===== src/logic/sas_defs.vh =====
// register offsets, field positions and timing constants of the converter sequencer
`ifndef SAS_DEFS_VH
`define SAS_DEFS_VH
`define SAS_OFF_CTL        8'h00
`define SAS_OFF_TRG        8'h04
`define SAS_OFF_CFG        8'h08
`define SAS_OFF_INTF       8'h0c
`define SAS_OFF_DATA0      8'h20
`define SAS_CTL_MODULE_ENABLE      0
`define SAS_CTL_START      1
`define SAS_CTL_BUSY       10
`define SAS_CTL_IDX_LO     12
`define SAS_TRG_SMP_LO     0
`define SAS_TRG_SRC_LO     4
`define SAS_TRG_MODE       6
`define SAS_TRG_ALIGN      7
`define SAS_TRG_FIRST_LO   8
`define SAS_TRG_LAST_LO    11
`define SAS_TRG_RESET      16'h0007
`define SAS_SRC_SOFT       2'h0
`define SAS_SRC_TIMER      2'h1
`define SAS_SRC_EXT        2'h3
`define SAS_SMP_BASE       4'h4
`define SAS_CONV_CYCLES    4'hd
`endif


===== src/logic/sas_result_store.v =====
// per-input result words with done and overrun flags
`timescale 1ns/100ps
`default_nettype none
module sas_result_store #(
  parameter NUM_INPUTS = 8
) (
  input  wire                    clk_sys,
  input  wire                    rst_n,
  input  wire                    load,
  input  wire [2:0]              loadIdx,
  input  wire [11:0]             loadData,
  input  wire [NUM_INPUTS-1:0]   clrDone,
  input  wire [NUM_INPUTS-1:0]   clrOver,
  input  wire [2:0]              rdIdx,
  output reg  [11:0]             rdData,
  output reg  [NUM_INPUTS-1:0]   doneFlag,
  output reg  [NUM_INPUTS-1:0]   overFlag
);
  reg [11:0] results [0:NUM_INPUTS-1];
  integer i;
  always @(posedge clk_sys or negedge rst_n) begin
    if (!rst_n) begin
      doneFlag <= {NUM_INPUTS{1'b0}};
      overFlag <= {NUM_INPUTS{1'b0}};
      rdData   <= 12'h000;
      for (i = 0; i < NUM_INPUTS; i = i + 1)
        results[i] <= 12'h000;
    end else begin
      rdData <= results[rdIdx];
      for (i = 0; i < NUM_INPUTS; i = i + 1) begin
        // set wins over a clear in the same cycle
        if (load && loadIdx == i[2:0]) begin
          results[i]  <= loadData;
          doneFlag[i] <= 1'b1;
          if (doneFlag[i] && !clrDone[i])
            overFlag[i] <= 1'b1;
          else if (clrOver[i])
            overFlag[i] <= 1'b0;
        end else begin
          if (clrDone[i])
            doneFlag[i] <= 1'b0;
          if (clrOver[i])
            overFlag[i] <= 1'b0;
        end
      end
    end
  end
endmodule // sas_result_store
`default_nettype wire


===== src/logic/sas_sequencer.v =====
// converter sequencer top: AXI4-Lite registers, trigger gating, scan and timing
`timescale 1ns/100ps
`default_nettype none
`include "sas_defs.vh"
module sas_sequencer #(
  parameter NUM_INPUTS = 8
) (
  input  wire        clk_sys,
  input  wire        rst_n,
  input  wire [7:0]  s_axi_awaddr,
  input  wire        s_axi_awvalid,
  output reg         s_axi_awready,
  input  wire [31:0] s_axi_wdata,
  input  wire [3:0]  s_axi_wstrb,
  input  wire        s_axi_wvalid,
  output reg         s_axi_wready,
  output reg  [1:0]  s_axi_bresp,
  output reg         s_axi_bvalid,
  input  wire        s_axi_bready,
  input  wire [7:0]  s_axi_araddr,
  input  wire        s_axi_arvalid,
  output reg         s_axi_arready,
  output reg  [31:0] s_axi_rdata,
  output reg  [1:0]  s_axi_rresp,
  output reg         s_axi_rvalid,
  input  wire        s_axi_rready,
  input  wire        ext_trigger_pin,
  input  wire        timer_underflow,
  output reg         sample_hold,
  output reg         convert_active,
  output reg  [2:0]  analog_select,
  input  wire [11:0] sar_result
);
  localparam ST_IDLE = 2'h0;
  localparam ST_SAMP = 2'h1;
  localparam ST_CONV = 2'h2;

  ////////////////////////////////////////////////////////////////////////////
  // registers
  reg        moduleEnable;
  reg        convStart;
  reg [15:0] trgReg;
  reg [1:0]  voltageRange;
  reg [1:0]  state;
  reg [3:0]  cycleCnt;
  reg [2:0]  curIdx;
  reg        busyFlag;
  reg        extPrev;
  reg        startPrev;
  reg        stopReq;

  wire [2:0] sampleTimeSel   = trgReg[`SAS_TRG_SMP_LO +: 3];
  wire [1:0] triggerSelect   = trgReg[`SAS_TRG_SRC_LO +: 2];
  wire       convModeSelect  = trgReg[`SAS_TRG_MODE];
  wire       resultAlignSel  = trgReg[`SAS_TRG_ALIGN];
  wire [2:0] firstInputSel   = trgReg[`SAS_TRG_FIRST_LO +: 3];
  wire [2:0] lastInputSel    = trgReg[`SAS_TRG_LAST_LO +: 3];

  function [15:0] align;
    input [11:0] raw;
    input        left;
    begin
      align = left ? {raw, 4'h0} : {4'h0, raw};
    end
  endfunction

  ////////////////////////////////////////////////////////////////////////////
  // trigger gating
  wire extFall  = extPrev & ~ext_trigger_pin;
  wire startSet = convStart & ~startPrev;
  reg  trigHit;
  always @* begin
    case (triggerSelect)
      `SAS_SRC_SOFT:  trigHit = startSet;
      `SAS_SRC_TIMER: trigHit = convStart & timer_underflow;
      `SAS_SRC_EXT:   trigHit = convStart & extFall;
      default:        trigHit = 1'b0;
    endcase
  end
  // analog side refuses to run with voltage range off
  wire trigAccept = trigHit & ~busyFlag & moduleEnable & (voltageRange != 2'h0);

  ////////////////////////////////////////////////////////////////////////////
  // AXI4-Lite write channel
  reg        awHeld;
  reg        wHeld;
  reg [7:0]  awAddr;
  reg [31:0] wData;
  reg [3:0]  wStrb;
  // write-one-to-clear mask taken from one byte lane of the flag register
  function [NUM_INPUTS-1:0] laneClear;
    input       hit;
    input       strobe;
    input [7:0] lane;
    begin
      laneClear = (hit && strobe) ? lane[NUM_INPUTS-1:0] : {NUM_INPUTS{1'b0}};
    end
  endfunction

  // a write lands once both halves are held and no response is pending
  wire       doWrite   = awHeld & wHeld & ~s_axi_bvalid;
  wire       intfWrite = doWrite && awAddr == `SAS_OFF_INTF;
  wire [NUM_INPUTS-1:0] clrDone = laneClear(intfWrite, wStrb[0], wData[7:0]);
  wire [NUM_INPUTS-1:0] clrOver = laneClear(intfWrite, wStrb[1], wData[15:8]);
  wire       writeStop = doWrite && awAddr == `SAS_OFF_CTL && wStrb[0] && !wData[`SAS_CTL_START];

  always @(posedge clk_sys or negedge rst_n) begin
    if (!rst_n) begin
      s_axi_awready <= 1'b0;
      s_axi_wready  <= 1'b0;
      s_axi_bvalid  <= 1'b0;
      s_axi_bresp   <= 2'h0;
      awHeld        <= 1'b0;
      wHeld         <= 1'b0;
      awAddr        <= 8'h00;
      wData         <= 32'h0;
      wStrb         <= 4'h0;
      moduleEnable  <= 1'b0;
      convStart     <= 1'b0;
      trgReg        <= `SAS_TRG_RESET;
      voltageRange  <= 2'h0;
    end else begin
      s_axi_awready <= ~awHeld & ~s_axi_awready & s_axi_awvalid;
      s_axi_wready  <= ~wHeld & ~s_axi_wready & s_axi_wvalid;
      if (s_axi_awvalid && s_axi_awready) begin
        awHeld <= 1'b1;
        awAddr <= s_axi_awaddr;
      end
      if (s_axi_wvalid && s_axi_wready) begin
        wHeld <= 1'b1;
        wData <= s_axi_wdata;
        wStrb <= s_axi_wstrb;
      end
      if (s_axi_bvalid && s_axi_bready)
        s_axi_bvalid <= 1'b0;
      if (doWrite) begin
        awHeld       <= 1'b0;
        wHeld        <= 1'b0;
        s_axi_bvalid <= 1'b1;
        s_axi_bresp  <= 2'h0;
        case (awAddr)
          `SAS_OFF_CTL: if (wStrb[0]) begin
            moduleEnable <= wData[`SAS_CTL_MODULE_ENABLE];
            convStart    <= wData[`SAS_CTL_START];
          end
          `SAS_OFF_TRG: begin
            // trigger setup changes only while idle
            if (!busyFlag && wStrb[0])
              trgReg[7:0] <= {wData[7:4], 1'b0, wData[2:0]};
            if (!busyFlag && wStrb[1])
              trgReg[15:8] <= {2'h0, wData[13:8]};
          end
          `SAS_OFF_CFG: if (wStrb[0] && !busyFlag)
            voltageRange <= wData[1:0];
          `SAS_OFF_INTF: begin
          end
          default: s_axi_bresp <= 2'h2;
        endcase
      end
    end
  end

  ////////////////////////////////////////////////////////////////////////////
  // scan engine
  wire [3:0] sampleCycles = `SAS_SMP_BASE + {1'b0, sampleTimeSel};
  wire       lastOfScan   = (curIdx == lastInputSel);
  wire       convEnd      = (state == ST_CONV) && (cycleCnt == `SAS_CONV_CYCLES - 4'h1);
  wire       resultLoad   = convEnd;

  // scan order: ascending, back to the first input after the last
  function [2:0] nextInput;
    input [2:0] cur;
    input [2:0] first;
    input       atLast;
    begin
      nextInput = atLast ? first : cur + 3'h1;
    end
  endfunction

  // one clock for the whole engine, so no crossing to guard
  always @(posedge clk_sys or negedge rst_n) begin
    if (!rst_n) begin
      state          <= ST_IDLE;
      cycleCnt       <= 4'h0;
      curIdx         <= 3'h0;
      busyFlag       <= 1'b0;
      extPrev        <= 1'b1;
      startPrev      <= 1'b0;
      stopReq        <= 1'b0;
      sample_hold    <= 1'b0;
      convert_active <= 1'b0;
      analog_select  <= 3'h0;
    end else begin
      extPrev   <= ext_trigger_pin;
      startPrev <= convStart;
      if (writeStop && busyFlag)
        stopReq <= 1'b1;
      case (state)
        ST_IDLE: begin
          stopReq <= 1'b0;
          if (trigAccept) begin
            state       <= ST_SAMP;
            cycleCnt    <= 4'h0;
            curIdx      <= firstInputSel;
            busyFlag    <= 1'b1;
            sample_hold <= 1'b1;
            analog_select <= firstInputSel;
          end
        end
        ST_SAMP: begin
          if (cycleCnt == sampleCycles - 4'h1) begin
            state          <= ST_CONV;
            cycleCnt       <= 4'h0;
            sample_hold    <= 1'b0;
            convert_active <= 1'b1;
          end else
            cycleCnt <= cycleCnt + 4'h1;
        end
        ST_CONV: begin
          if (convEnd) begin
            convert_active <= 1'b0;
            cycleCnt       <= 4'h0;
            if (stopReq || writeStop || !convStart) begin
              state    <= ST_IDLE;
              busyFlag <= 1'b0;
            end else if (lastOfScan && !convModeSelect) begin
              state    <= ST_IDLE;
              busyFlag <= 1'b0;
            end else begin
              state       <= ST_SAMP;
              sample_hold <= 1'b1;
              curIdx        <= nextInput(curIdx, firstInputSel, lastOfScan);
              analog_select <= nextInput(curIdx, firstInputSel, lastOfScan);
            end
          end else
            cycleCnt <= cycleCnt + 4'h1;
        end
        default: state <= ST_IDLE;
      endcase
    end
  end

  ////////////////////////////////////////////////////////////////////////////
  // results and flags
  wire [NUM_INPUTS-1:0] doneFlag;
  wire [NUM_INPUTS-1:0] overrunFlag;
  wire [11:0]           rdResult;
  wire [2:0]            rdSel = s_axi_araddr[4:2];

  sas_result_store #(
    .NUM_INPUTS (NUM_INPUTS)
  ) u_store (
    .clk_sys  (clk_sys),
    .rst_n    (rst_n),
    .load     (resultLoad),
    .loadIdx  (curIdx),
    .loadData (sar_result),
    .clrDone  (clrDone),
    .clrOver  (clrOver),
    .rdIdx    (rdSel),
    .rdData   (rdResult),
    .doneFlag (doneFlag),
    .overFlag (overrunFlag)
  );

  // shown index: current while busy, last converted after, wrapped past top
  localparam [31:0] TOP_INPUT = NUM_INPUTS - 1;
  wire [2:0] shownIdx = (!busyFlag && curIdx == TOP_INPUT[2:0]) ? 3'h0 : curIdx;

  ////////////////////////////////////////////////////////////////////////////
  // AXI4-Lite read channel: address taken, data one cycle later from the store
  reg       rdPend;
  reg [7:0] arAddr;
  always @(posedge clk_sys or negedge rst_n) begin
    if (!rst_n) begin
      s_axi_arready <= 1'b0;
      s_axi_rvalid  <= 1'b0;
      s_axi_rdata   <= 32'h0;
      s_axi_rresp   <= 2'h0;
      rdPend        <= 1'b0;
      arAddr        <= 8'h00;
    end else begin
      s_axi_arready <= ~rdPend & ~s_axi_rvalid & ~s_axi_arready & s_axi_arvalid;
      if (s_axi_arvalid && s_axi_arready) begin
        rdPend <= 1'b1;
        arAddr <= s_axi_araddr;
      end
      if (s_axi_rvalid && s_axi_rready)
        s_axi_rvalid <= 1'b0;
      if (rdPend) begin
        rdPend       <= 1'b0;
        s_axi_rvalid <= 1'b1;
        s_axi_rresp  <= 2'h0;
        case (arAddr[7:5])
          3'h0: case (arAddr[4:2])
            3'h0: s_axi_rdata <= {16'h0, 1'b0, shownIdx, 1'b0, busyFlag, 8'h00, convStart, moduleEnable};
            3'h1: s_axi_rdata <= {16'h0, trgReg};
            3'h2: s_axi_rdata <= {30'h0, voltageRange};
            3'h3: s_axi_rdata <= {16'h0, overrunFlag, doneFlag};
            default: begin
              s_axi_rdata <= 32'h0;
              s_axi_rresp <= 2'h2;
            end
          endcase
          default: begin
            // result window only; the rest of the upper map answers with an error
            if (arAddr[7:5] == 3'h1) begin
              s_axi_rdata <= {16'h0, align(rdResult, resultAlignSel)};
            end else begin
              s_axi_rdata <= 32'h0;
              s_axi_rresp <= 2'h2;
            end
          end
        endcase
      end
    end
  end
endmodule // sas_sequencer
`default_nettype wire


===== config.mk =====
export PLATFORM = sky130hd
export DESIGN_NAME = sas_sequencer
export DESIGN_NICKNAME = d
export VERILOG_FILES = /design/src/logic/sas_result_store.v /design/src/logic/sas_sequencer.v
export VERILOG_INCLUDE_DIRS = /design/src /design/src/logic
export SDC_FILE = /design/constraint.sdc
export NUM_CORES = 1
export LEC_CHECK = 0
export ABC_AREA = 1
export BUFFER_PORTS_ARGS = -buffer_cell sky130_fd_sc_hd__buf_4
export CAP_MARGIN = 10
export CORE_MARGIN = 2
export CORE_UTILIZATION = 50
export CTS_CLUSTER_SIZE = 12
export DETAILED_ROUTE_END_ITERATION = 8
export GPL_TIMING_DRIVEN = 0
export PLACE_DENSITY = 0.76
export REMOVE_ABC_BUFFERS = 1
export SLEW_MARGIN = 20
export SYNTH_ARGS = -nofsm -noshare
export SYNTH_HDL_FRONTEND = slang
export SYNTH_SLANG_ARGS = --single-unit

===== constraint.sdc =====
create_clock -name clk_sys -period 2.45 [get_ports clk_sys]
set_input_delay 0.3675 -clock clk_sys [delete_from_list [all_inputs] [get_ports clk_sys]]
set_output_delay 0.3675 -clock clk_sys [all_outputs]
set_load 0.005 [all_outputs]

; Word-level counts from Yosys, hierarchy flattened
; Index checks and enable logic that the tools add are counted.
[word_totals]
mem_count = 0
inputBits = 73
elab_cells = 285
latch_bits = 0
out_inout_bits = 46
mem_bits_ro = 0
register_bits = 234
mem_bits_rw = 0
[classes]
mux = 96
eq_ne = 27
add_sub_neg = 4
shift = 0
reduce_logical = 82
div_mod_pow = 0
n_lt_le_gt_ge = 1
mul = 0
n_bitwise = 28
[ops]
columns = op, count
row1 = $mux 1, 64
row2 = $pmux 16 s4, 1
row3 = $bmux 12 s3, 1
row4 = $logic_and 1x1->1, 33
row5 = $mux 16, 2
row6 = $mux 32, 1
row7 = $reduce_bool 2->1, 16
row8 = $mux 12, 2
row9 = $mux 3, 6
row10 = $reduce_and 3->1, 6
row11 = $and 1x1->1, 16
row12 = $eq 8x4->1 const B, 2
row13 = $mux 8, 2
row14 = $mux 2, 7
row15 = $eq 3x2->1 const B, 4
row16 = $eq 3x3->1 const B, 4
row17 = $logic_not 1->1, 12
row18 = $mux 4, 3
row19 = $pmux 4 s3, 1
row20 = $not 1->1, 11
row21 = $eq 3x1->1 const B, 3
row22 = $logic_not 3->1, 3
row23 = $eq 8x3->1 const B, 1
row24 = $logic_not 8->1, 1
row25 = 26 further kinds, 36

; Depth between registers and ports, before layout
; Gate-level depths: netlist of the first run.
[depth]
ltp_word = 10
depth_mapped = 13
mapped_depth_nobuf = 13

; Hierarchy
; A second synthesis of the first run with hierarchy kept.
[hier_totals]
hier_cells = 1295
area_unflattened_um2 = 10254.8
[modules_own_cells]
columns = module, n_inst, area_each_um2, cells_per_inst, seq_area_each_um2
row1 = sas_result_store, 1, 5632.9, 723, 3103.0
row2 = sas_sequencer, 1, 4621.9, 572, 2257.2

; Worst setup path before layout of the first run
; No wires, ideal clock.
[synth_path]
kind = flip-flop to flip-flop
start = reg trgReg[0]
end = reg cycleCnt[2]
stages_incl_launch_ff = 10
n_path_buf = 0
arrival_ns = 1.584
required_time_ns = 2.327
path_slack_ns = 0.744
synth_period_minus_slack_ns = 1.706
setup_time_ns = 0.123
cell_sequence = dfstp_2 -> inv_1 -> ha_1 -> xnor2_1 -> nor2_1 -> nand3_1 -> nand2_1 -> nand2_1 -> a21oi_1 -> nor2_1
[synth_between]
elab_chain_len = 5
[synth_rtl]
columns = item, line_no
row1 = from (decl), sas_sequencer.v:42  ; reg [15:0] trgReg;
row2 = from (signal assigned), sas_sequencer.v:120  ; trgReg <= `SAS_TRG_RESET;
row3 = from (signal assigned), sas_sequencer.v:149  ; trgReg[7:0] <= {wData[7:4], 1'b0, wData[2:0]};
row4 = $add 3x3->4 (no line), --
row5 = $sub 4x1->4, sas_sequencer.v:211  ; if (cycleCnt == sampleCycles - 4'h1) begin
row6 = $eq 4x4->1, sas_sequencer.v:211
row7 = $mux 4, sas_sequencer.v:211
row8 = $pmux 4 s3, sas_sequencer.v:198  ; case (state)
row9 = to (signal assigned), sas_sequencer.v:217  ; cycleCnt <= cycleCnt + 4'h1;
row10 = to (signal assigned), sas_sequencer.v:236  ; cycleCnt <= cycleCnt + 4'h1;
row11 = to (decl), sas_sequencer.v:45  ; reg [3:0] cycleCnt;
; No other way between the ends.
; A chain may end at the register's enable or synchronous reset.

; Final worst setup path of the first run
[layout_path]
start = reg state[0]
end = reg u_store.results[32] (netlist name)
[layout_between]
elab_chain_len = 3
[layout_rtl]
columns = item, line_no
row1 = from (decl), sas_sequencer.v:44  ; reg [1:0] state;
row2 = from (signal assigned), sas_sequencer.v:183  ; state <= ST_IDLE;
row3 = from (signal assigned), sas_sequencer.v:202  ; state <= ST_SAMP;
row4 = from (signal assigned), sas_sequencer.v:212  ; state <= ST_CONV;
row5 = $eq 2x2->1, sas_sequencer.v:167  ; wire convEnd = (state == ST_CONV) && (cycleCnt == `SAS_CONV_CYCLES - 4'h1);
row6 = $logic_and 1x1->1, sas_sequencer.v:167
row7 = $logic_and 1x1->1, sas_result_store.v:32  ; if (load && loadIdx == i[2:0]) begin
row8 = "to (signal, indexed assignment)", sas_result_store.v:33  ; results[i] <= loadData;
row9 = to (decl), sas_result_store.v:19  ; reg [11:0] results [0:NUM_INPUTS-1];
; No other way between the ends.

==> metrics list, run 1 <==
* Status: complete, no violations
- Depth of the worst hold-timing path: 2
- Setup violations remaining at the end of the flow were counted as 0.
* TritonCTS clock tree: built
- For this design, the sink count on the clock tree is 214.
- For this design, the CTS-stage hold fixing added 2 buffers.
- The clock period could shrink to 2.24 ns.
- The cell count after synthesis came out at 1,110.
- The core region is around 19,000 um^2.
- Max Clock Freq: 446 MHz
- The share of synthesized area in the top cell type comes to 0.533.
- The first global-routing pass estimated about 38,000 um of wire.
- Register area: approximately 5400 um^2
* Part of the cycle the worst path needs: 0.915
- Power density normalized to cell area: 912 nW/um^2
- Measured in cells, the most critical reg-to-reg path has a length of 7.
* Count of placed standard cells including taps: 1,410
- Async set or reset register ratio after synthesis: 1.00
* Per-instance average area after synthesis: 8.88 um^2
* Total leakage power: 0.00531 uW
* Filler cell count: between 1,500 and 2,000
* Share of post-route cells with drive strength above 1: 0.128
- For this design, the slowest cell found on the critical path is sky130_fd_sc_hd__dfrtp_1.
* Detailed Route Iter0 Violations: 593
- The setup check on the worst reg-to-reg path leaves a slack of between 0.2 and 0.25 ns.
* Launching element type of the critical path: flip-flop
* Vias in the first global route: 7,688
- Combined area of the multi-input logic cells: 3790 um^2
* Die extent in x: ~140 um
* I/O Buffers: 80
- Area enclosed by the die boundary: 20,800 um^2
* Number of top-level pins: between 100 and 150
* Number of synthesized register bits: ~210
- VDD sags by at most a little over 0.5 mV.
- After clock tree synthesis, the clock-pin slew on the worst setup and hold paths is 0.06 ns.
* Maximum single-stage delay on the critical path: 0.44 ns
- Total clock buffers created by CTS: 23
* Vias per Instance: 5.40
- Rel. slew slack: 0.304
* Worst-margin pin slew: 1.04 ns
- The number of gates resized after CTS was 0.
* Floorplan die height: 144 um
- R2R Path Start: state[0]
- Overflow after GRT: 0
- In this run the number of H-tree levels came out at 1.
* Initial antenna violation count: 0
- The tool flagged a number of max-cap violations equal to 0.
- In this run the most critical hold path is launched from s_axi_bready.
* Worst Skew: a little over 0.004 ns
- Across all layers, the routed design uses 7,838 vias.
* Number of flops mapped to enable cells by yosys: 0
- The first detailed-routing pass took 5 iterations.
- Hold EP: s_axi_bvalid
- Data required time at the worst endpoint: about 2.8 ns
* Final Hold Vio Count: 0
- At the end of routability-driven placement, the weighted congestion stood at ~0.8.
* Clock Path Buffers: 3
- Detailed placement finished with a half-perimeter wire length of 14,900 um.
- Distinct cell type count of the synthesized netlist: 43
* Library cell used as clock root buffer: sky130_fd_sc_hd__clkbuf_16
* Unrepaired setup endpoints after global routing: false
- Initial core utilization: 0.508
* Type of the setup path with the least slack: flip-flop to flip-flop
- Average wire per cell in the routed design: 16.2 um
- The worst setup path is captured at a flip-flop.
- Relative to the synthesized area, the layout overhead comes to 13.8%.
- # rows: 51
- Worst reg2reg endpoint: u_store.results[32]
- Leaving out fill and tap cells, the most frequent cell in the layout is sky130_fd_sc_hd__nand2_1.
- Detailed-route DRC error count: 0
* Min Hold Slack: 0.0499 ns
- Among all flip-flop cells after synthesis, the most frequent one is sky130_fd_sc_hd__dfrtp_1.
- Clock latency on the worst-skew pair, taken at its later pin, is 0.51 ns.
- Share of synthesized area occupied by flip-flops and latches: 0.544
* Synthesized area: 9860 um^2
- Total routing resource utilization after global routing: 0.234
- The completed layout was analyzed and its total power is approximately 10,000 uW.
- Maximum net fanout on the critical path: 26
* Worst setup path startpoint: state[0]
- After detailed routing, the total wire length is 23,500 um.
- Syn. warnings: 0
- Final count of pins violating max slew: 0
- The top cell types in the final layout, fill and taps aside, are sky130_fd_sc_hd__nand2_1 (245), sky130_fd_sc_hd__dfrtp_1 (210), sky130_fd_sc_hd__o21ai_0 (150).
- Count of inserted antenna diode cells: 0
- Library cell with the largest summed area after synthesis: sky130_fd_sc_hd__dfrtp_1
- Ranked by total cell area, the synthesized netlist is headed by sky130_fd_sc_hd__dfrtp_1 (53%), sky130_fd_sc_hd__nand2_1 (9.3%), sky130_fd_sc_hd__o21ai_0 (7.6%).
- Finished Layout Cells: 1,451
- Number of setup buffers added after CTS: 0
- After the last flow step, the layout net total stands at 1,260.
- Arrival time of data at the critical path endpoint: 2.62 ns
- Entering global routing, the biggest net connects 92 pins.
* Path category of the worst min-delay check: input port to flip-flop
- The count of nets left with antenna violations once routing finished came out at 0.
- Critical path, cell by cell: inv_1 > ha_1 > inv_2 > nor2_8 > nand3_4 > nand2_1 > o21ai_2
==> report_power, final <==
part           internal (uW)  switching (uW)  total [uW]  leakage (uW)
Sequential              4130             495        4620       0.00234
Combinational            847            1410        2260       0.00262
Clock                   2010            1340        3350      0.000354
==> Yosys cell counts (3+ instances only) <==
master                       n
sky130_fd_sc_hd__mux2_2      3
sky130_fd_sc_hd__inv_1      82
sky130_fd_sc_hd__o21ai_1    60
sky130_fd_sc_hd__xnor2_1     4
sky130_fd_sc_hd__dfstp_2     4
sky130_fd_sc_hd__nand3_4     6
sky130_fd_sc_hd__a22o_1      3
sky130_fd_sc_hd__o21ai_0   150
sky130_fd_sc_hd__buf_2      10
sky130_fd_sc_hd__nor2_1    125
sky130_fd_sc_hd__a221oi_1    8
sky130_fd_sc_hd__a21oi_1    21
sky130_fd_sc_hd__o21ai_2    15
sky130_fd_sc_hd__ha_1       15
sky130_fd_sc_hd__buf_6      14
sky130_fd_sc_hd__clkbuf_1   20
sky130_fd_sc_hd__nand4_1     8
sky130_fd_sc_hd__dfrtp_1   210
sky130_fd_sc_hd__o22ai_1    12
sky130_fd_sc_hd__nand3_1    26
sky130_fd_sc_hd__nand2_1   245
sky130_fd_sc_hd__buf_4      18
sky130_fd_sc_hd__nor3_1      6
sky130_fd_sc_hd__a31oi_1    17
==> worst max path at each step <==
stage / endpoint
after floorplan: u_store.results[72]
after CTS: u_store.results[28]
after detailed placement: u_store.results[28]
after global placement: u_store.results[41]
after global routing: u_store.overFlag[1]
final: u_store.results[32]
==> registers in the layout, summed over array words and instances (netlist names), 2 cells and up <==
name,flops
u_store.results,96
trgReg,13
voltageRange,2
u_store.doneFlag,8
u_store.overFlag,8
cycleCnt,4
curIdx,3
arAddr,6
wData,16
state,2
u_store.rdData,12
wStrb,2
s_axi_rdata,16
awAddr,8
==> metrics by stage <==
stage / utilization / worst slack, ns / instance area, um^2 / setup TNS, ns
3_5_place_dp: 0.540 / 0.262 / 10500 / 0
2_1_floorplan: - / 0.707 / 9470 / 0
5_1_grt: 0.578 / 0.0564 / 11200 / 0
6_report: 0.578 / 0.209 / 11200 / 0
3_3_place_gp: 0.536 / -0.497 / 10400 / -99.97
4_1_cts: 0.578 / 0.221 / 11200 / 0
==> final cells by class <==
type,count,area share
Sequential cell,214,0.478
Clock inverter,2,0.00312
Tap cell,265,0.0296
Clock buffer,37,0.0614
Timing Repair Buffer,84,0.0609
Inverter,86,0.0288
Multi-Input combinational cell,763,0.338
==> routing by layer <==
| metal | vias to the layer above | share of wire | GRT usage |
|---|---|---|---|
| li1 | 3764 | - | - |
| met1 | 3800 | 0.45 | 0.322 |
| met2 | 230 | 0.47 | 0.384 |
| met3 | 44 | 0.060 | 0.0331 |
| met4 | 0 | 0.024 | 0.0756 |
| met5 | - | 0 | 0 |
==> worst max-delay path, delay by kind of cell (launching register included) <==
kind                     cells  cell delay (ns)
buffers and inverters        2             0.26
AND/OR/NAND/NOR              3             0.96
flip-flops                   1             0.44
AO/OA/AOI/OAI                1             0.06
adder cells (fa/ha/maj)      1             0.38
==> logic make-up after synthesis <==
logic type | Yosys count | synth area share
multiplexers | 3 | 0.00343
other | 1 | 0.000380
flip-flops | 214 | 0.544
AO/OA/AOI/OAI | 295 | 0.166
XOR/XNOR | 6 | 0.00533
buffers and inverters | 150 | 0.0779
AND/OR/NAND/NOR | 426 | 0.184
adder cells (fa/ha/maj) | 15 | 0.0190
Note: power is estimated with default switching activity, not from simulation.
==> run 2: changes to the inputs <==
--- a/config.mk
+++ b/config.mk
@@ -7,14 +7,14 @@
 export NUM_CORES = 1
 export LEC_CHECK = 0
 export ABC_AREA = 1
-export BUFFER_PORTS_ARGS = -buffer_cell sky130_fd_sc_hd__buf_4
 export CAP_MARGIN = 10
 export CORE_MARGIN = 2
-export CORE_UTILIZATION = 50
+export CORE_UTILIZATION = 60
 export CTS_CLUSTER_SIZE = 12
 export DETAILED_ROUTE_END_ITERATION = 8
+export DONT_BUFFER_PORTS = 1
 export GPL_TIMING_DRIVEN = 0
-export PLACE_DENSITY = 0.76
+export PLACE_DENSITY = 0.82
 export REMOVE_ABC_BUFFERS = 1
 export SLEW_MARGIN = 20
 export SYNTH_ARGS = -nofsm -noshare
==> constraint.sdc (replaced) <==
create_clock -name clk_sys -period 2.8 [get_ports clk_sys]
set_input_delay 0.42 -clock clk_sys [delete_from_list [all_inputs] [get_ports clk_sys]]
set_output_delay 0.42 -clock clk_sys [all_outputs]
set_load 0.005 [all_outputs]
==> run 2 against run 1 <==
Effect of this change: the run now ends with hold timing left; total power is 16% lower; clock power is 13% lower; die area is 16% lower; worst hold slack worse by 0.43 ns; critical path depth is 1 lower; global-route usage is 3.8 points higher.
==> metrics list, run 2 (synthesis gave the netlist of run 1 again) <==
- Final wirelength: between 20,000 and 25,000 um
- Once routing completed, OpenROAD measured the worst setup slack at 0.544 ns.
* Slowest cell on the critical path: sky130_fd_sc_hd__dfrtp_1
- The final number of hold-violating endpoints was 214.
* Worst reg2reg endpoint: u_store.overFlag[4]
* Final count of pins violating max slew: 0
- Total leakage power: 0.00490 uW
- Number of nets in the layout: 1,177
- Vias in the first global route: 7,666
- Together, buffers and inverters on the worst path number 2.
* Leading cell type in the layout, fill and taps excluded: sky130_fd_sc_hd__nand2_1
- The repair_antennas step left the layout with diodes totalling 0.
* Vias per Instance: 5.80
- Part of the cycle the worst path needs: 0.806
- Maximum single-stage delay on the critical path: roughly 0.44 ns
- After clock tree synthesis, the clock-pin slew on the worst setup and hold paths is around 0.060 ns.
- Data required time at the worst endpoint: 3.20 ns
* Worst-margin pin slew: 0.945 ns
- STA classifies the critical path startpoint as a flip-flop.
- Gpl congestion: 0.868
- Total clock buffers created by CTS: 23
* Final ANT Viol Nets: 0
* Via count: 7,635
- In the final routed layout, each cell accounts on average for 17.5 um.
* Die extent in x: 132 um
- On the final layout, the worst clock skew is 0.00887 ns.
* Library cell used as clock root buffer: sky130_fd_sc_hd__clkbuf_16
- In this run, post-CTS repair resized a total of 0 instances.
- The first routing iteration left 680 violations.
* Setup_tns: 0 ns
- Path category of the worst min-delay check: input port to asynchronous set/reset pin
- Core Box Area: 15,900 um^2
- Growth of design area from synthesis to finish: 6.36%
- The worst register-to-register path has a depth of 6.
* Initial core utilization: 0.618
- # Max-Cap Violations: 0
- For the finished layout, the period the worst path requires is 2.26 ns.
- Register-to-Register Setup Slack: approximately 0.54 ns
- # rows: 46
- The design draws 8570 uW.
* Initial antenna violation count: 0
- Setup violations remaining at the end of the flow were counted as 0.
* Detailed-route DRC error count: 0
- The library cells used most frequently in the layout, excluding fill and tap cells, are sky130_fd_sc_hd__nand2_1 (245), sky130_fd_sc_hd__dfrtp_1 (210), sky130_fd_sc_hd__o21ai_0 (150).
- R2R Path Start: state[0]
- Maximum level of the CTS H-tree: 1
* Critical path, cell by cell: inv_1 > ha_1 > inv_2 > nor2_8 > nand3_4 > o21ai_0
- The setup path with the least slack is of type flip-flop to flip-flop.
* Total routing resource utilization after global routing: 0.272
* TritonCTS clock tree: built
- Detailed placement finished with a half-perimeter wire length of 14,400 um.
* Power density normalized to cell area: 817 nW/um^2
- The clock passes through at most 3 buffers.
- After routing the design area is 10,500 um^2.
- Placed Instance Area: 9740 um^2
- Registers with the highest flip-flop counts: u_store.results (96), s_axi_rdata (16), wData (16)
- Hold timing on the final database bottoms out at a slack of -0.385 ns.
- The register with the most flip-flops in the layout has 96 of them.
* Arrival time of data at the critical path endpoint: about 2.7 ns
- Worst-case vdd ir drop: 0.496 mV
* Reg with most FFs: u_store.results
- Largest net degree at the start of global routing: between 200 and 250
- The number of hold buffers added after CTS was 1.
- For this run, the top clock speed supported by timing is between 400 and 500 MHz.
* Later-pin clock latency in the skew report: ~0.51 ns
- Number of top-level pins: 119
- The die covers 17,500 um^2.
- Total number of clock tree sinks: 214
- In this run the tool buffered the top-level ports with 0 buffer cells.
- Category of cells accounting for the largest share of critical-path delay: simple AND/OR/NAND/NOR gates
- Along the worst path, the maximum fanout reaches 26.
* Post-placement setup slack: ~0.62 ns
* Nature of the critical path endpoint: flip-flop
* Share of post-route cells with drive strength above 1: 0.0664
- The final reports fail on hold timing.
- Before antenna repair, the detailed router went through 5 iterations.
* Overflow after GRT: 0
- The first global-routing pass estimated 38,300 um of wire.
* Rel. slew slack: 0.367
- At the end of the flow the core is filled with cells to 0.658.
* Floorplan die height: 132 um
- In this run the post-CTS setup repair buffer count came out at 0.
* Unrepaired setup endpoints after global routing: false
- The run finished, with violations left.
## run 2: layer usage
layer  track usage  vias up  share of wire
met1         0.357     3712           0.42
li1              -     3593              -
met2         0.435      273           0.46
met3        0.0650       57          0.078
met4         0.114        0          0.038
met5             0        -              0
## run 2: area by class of cell
cell class                      count  area [um^2]
Clock buffer                       32          679
Tap cell                          216          270
Sequential cell                   214         5360
Fill cell                        1300         5460
Clock inverter                      4         48.8
Timing Repair Buffer                1         10.0
Inverter                           86          323
Multi-Input combinational cell    763         3790
## run 2: worst max path at each step
| stage | endpoint | from | depth (start not counted) |
|---|---|---|---|
| 2_1_floorplan | u_store.results[72] | state[0] | 7 |
| 6_report | u_store.overFlag[4] | state[0] | 6 |
| 3_5_place_dp | u_store.results[29] | state[0] | 7 |
| 5_1_grt | u_store.overFlag[6] | state[0] | 6 |
| 3_3_place_gp | u_store.results[29] | state[0] | 7 |
| 4_1_cts | u_store.overFlag[4] | state[0] | 6 |
## run 2: through the flow
step	hold WS, ns	instances
2_1_floorplan	0.124	1063
3_3_place_gp	0.130	1279
3_5_place_dp	0.131	1279
4_1_cts	-0.397	1316
5_1_grt	-0.394	1316
6_report	-0.385	1316
## run 2: power by group
part | total [uW] | switching, uW | internal [uW]
Clock | 2930 | 1170 | 1760
Combinational | 1540 | 1050 | 497
Sequential | 4090 | 482 | 3610
Total | 8570 | 2700 | 5870
==> run 3: changes to the inputs <==
==> constraint.sdc (replaced) <==
create_clock -name clk_sys -period 2.3 [get_ports clk_sys]
set_input_delay 0.345 -clock clk_sys [delete_from_list [all_inputs] [get_ports clk_sys]]
set_output_delay 0.345 -clock clk_sys [all_outputs]
set_load 0.005 [all_outputs]
==> run 3 against run 2 <==
Effect of this change: the run still ends with hold timing left; clock skew fell by 0.00067 ns; total power grew 23%; utilization increased by 2.2 points; global-route usage up 1.2 points; maximum frequency up 3.8%; clock-buffer cell count unchanged; via count is 2.6% higher; largest cell class unchanged; largest power group unchanged; highest routed layer unchanged.
==> metrics list, run 3 (synthesis gave the netlist of run 1 again) <==
- Clock Path Buffers: 3
- Most frequent cells in the layout: sky130_fd_sc_hd__nand2_1 (245), sky130_fd_sc_hd__dfrtp_1 (210), sky130_fd_sc_hd__o21ai_0 (146)
- Slowest cell on the critical path: sky130_fd_sc_hd__o21ai_0
* Maximum level of the CTS H-tree: 1
- Detailed-route DRC error count: 0
- In the final layout, the share of cells above drive strength 1 is 0.0653.
* Max Clock Freq: 460 MHz
- Worst-margin pin slew: 0.949 ns
- The clock reaches the later pin of the worst-skew pair after 0.51 ns.
* Average wire per cell in the routed design: 17.8 um
- Max-cap violations in this run came to 0.
- Total number of clock tree sinks: 214
- In this run the cell area measured after placement is 9740 um^2.
- Initial antenna violation count: 0
- Number of iterations in the first detailed-routing pass: 5
- Nature of the critical path endpoint: flip-flop
* HPWL Detailed: 14,400 um
- R2R Path Start: s_axi_bvalid
- The library cell used most frequently in the layout, excluding fill and tap cells, is sky130_fd_sc_hd__nand2_1.
* Setup violations, final: 0
* Register-to-Register Setup Slack: 0.13 ns
- On the worst path, the slowest cell contributes a delay of 0.44 ns.
* Total routing resource utilization after global routing: 0.283
- # rows: 46
- The worst-case IR drop observed on VDD is between 0.6 and 0.7 mV.
- For met1 alone, demand over resource in global routing was 0.368.
- Final core utilization: 0.679
* Most used routing layer in global routing: met2
* Maximum net fanout on the critical path: 8
- Number of buffer and inverter instances along the worst setup path: 1
* I/O Buffers: 0
- The analysis attributes to cell leakage a power of between 0.005 and 0.006 uW.
- Setup repair after global routing could not meet its margin everywhere.
- After the first detailed-routing iteration, the DRC count stood at approximately 710.
- Across all layers, the routed design uses around 7,800 vias.
- STA classifies the critical path startpoint as a flip-flop.
- Finished Layout Cells: 1,350
- 0 antenna diodes ended up in the layout.
* Library cell used as clock root buffer: sky130_fd_sc_hd__clkbuf_16
- In the final layout, flip-flops and latches occupy 5360 um^2.
* Overflow after GRT: 0
* Growth of design area from synthesis to finish: 9.84%
- From bottom edge to top edge, the die measures between 100 and 150 um.
- TritonCTS clock tree: built
- After the last flow step, the layout net total stands at 1,211.
- Gpl congestion: between 0.8 and 0.9
- Rel. slew slack: 0.364
- The routed design has 24,000 um of wire.
* Power consumption: 10,600 uW
- Final Hold Vio Count: around 210
- The first global-routing pass estimated 40,000 um of wire.
- FF-to-FF path depth: 6
- After floorplanning, the core was sized to cover 15,900 um^2.
* Setup_tns: 0 ns
- In the global route stage, met3 resource usage came out at 0.0631.
- Among the stages of the critical path, the cell type that occurs most often is sky130_fd_sc_hd__nand3_1.
- Initial core utilization: 0.618
- The finished cells cover 10,800 um^2.
- Data required time at the worst endpoint: 2.66 ns
* Filler cell count: ~1,300
* Vias per Instance: 5.81
- Total clock buffers created by CTS: 23
- In the final layout, the registers with the most flip-flops are u_store.results (96), s_axi_rdata (16), wData (16).
- The clock arrives with 0.00819 ns of skew.
* Status: finished with violations
* Die extent in x: 132 um
* Part of the cycle the worst path needs: 0.945
- The final number of max-transition violations came to 0.
* Number of setup buffers added after CTS: 0
- Data on the critical path arrives at its endpoint at 2.54 ns.
- Combined area of the multi-input logic cells: 3790 um^2
- Hold timing on the final database bottoms out at a slack of -0.462 ns.
* Min Clock Period, post-route: roughly 2.2 ns
- The die covers 17,500 um^2.
- Pin placement for this block handled 119 I/O pins.
- The final reports fail on hold timing.
* Final ANT Viol Nets: 0
- After clock tree synthesis, the clock-pin slew on the worst setup and hold paths is 0.06 ns.
- Traced cell by cell, the critical path runs through inv_1 > nand3_1 > nor3_1 > nand3_1 > o21ai_0 > o21ai_1.
* Worst reg2reg endpoint: u_store.overFlag[4]
* Type of the setup path with the least slack: flip-flop to flip-flop
- Reg with most FFs: u_store.results
* Power density normalized to cell area: between 900 and 1000 nW/um^2
- Number of flip-flops under the largest register name: 96
- Entering global routing, the biggest net connects around 220 pins.
- The via count of the first global-routing pass was 7,947.
- For met2 alone, demand over resource in global routing was 0.462.
- Path category of the worst min-delay check: input port to asynchronous set/reset pin
* Category of cells accounting for the largest share of critical-path delay: simple AND/OR/NAND/NOR gates
* Count of placed standard cells including taps: 1,279
==> run 3: cell types whose count changed in the layout (fill, tap and decap cells not counted), sizes merged <==
cell and change:
dlygate4sd3 +34
==> run 3: metal layers <==
metal	up-vias	share of wire
met2	289	0.48
li1	3655	-
met4	0	0.036
met1	3833	0.42
met3	60	0.071
met5	-	0
==> run 3: cell type report <==
type / instances / share of cell area
clock buffers: 32 / 0.0628
clock inverters: 4 / 0.00451
inverters: 86 / 0.0298
multi-input cells: 763 / 0.350
flip-flops and latches: 214 / 0.495
well taps: 216 / 0.0250
repair buffers: 35 / 0.0324
==> run 3: worst max-delay path by stage <==
stage / endpoint / depth (start not counted) / slack (ns) / start
2_1_floorplan: u_store.results[72] / 7 / 0.56 / state[0]
3_3_place_gp: u_store.results[29] / 7 / 0.18 / state[0]
3_5_place_dp: u_store.results[29] / 7 / 0.12 / state[0]
4_1_cts: u_store.overFlag[4] / 6 / 0.05 / state[0]
5_1_grt: u_store.overFlag[4] / 6 / -0.007 / s_axi_bvalid
6_report: u_store.overFlag[4] / 6 / 0.13 / s_axi_bvalid
==> run 3: timing repair <==
item,CTS,global route
endpoints found under the hold margin,248,215
resized for setup,0,5
setup endpoints to repair,0,65
hold buffers,34,1
==> run 3: per-stage QoR <==
stage               hold WS [ns]  setup slack, ns
global route              -0.473         -0.00654
CTS                       -0.472           0.0481
floorplan                 0.0494            0.557
global placement          0.0549            0.184
finish                    -0.462            0.127
detailed placement        0.0558            0.119
==> run 3: power breakdown <==
| part | switching (uW) | internal, uW | leakage [uW] |
|---|---|---|---|
| combinational | 1330 | 648 | 0.00234 |
| sequential | 604 | 4390 | 0.00234 |
| clock | 1430 | 2150 | 0.000363 |
| total | 3360 | 7190 | 0.00504 |
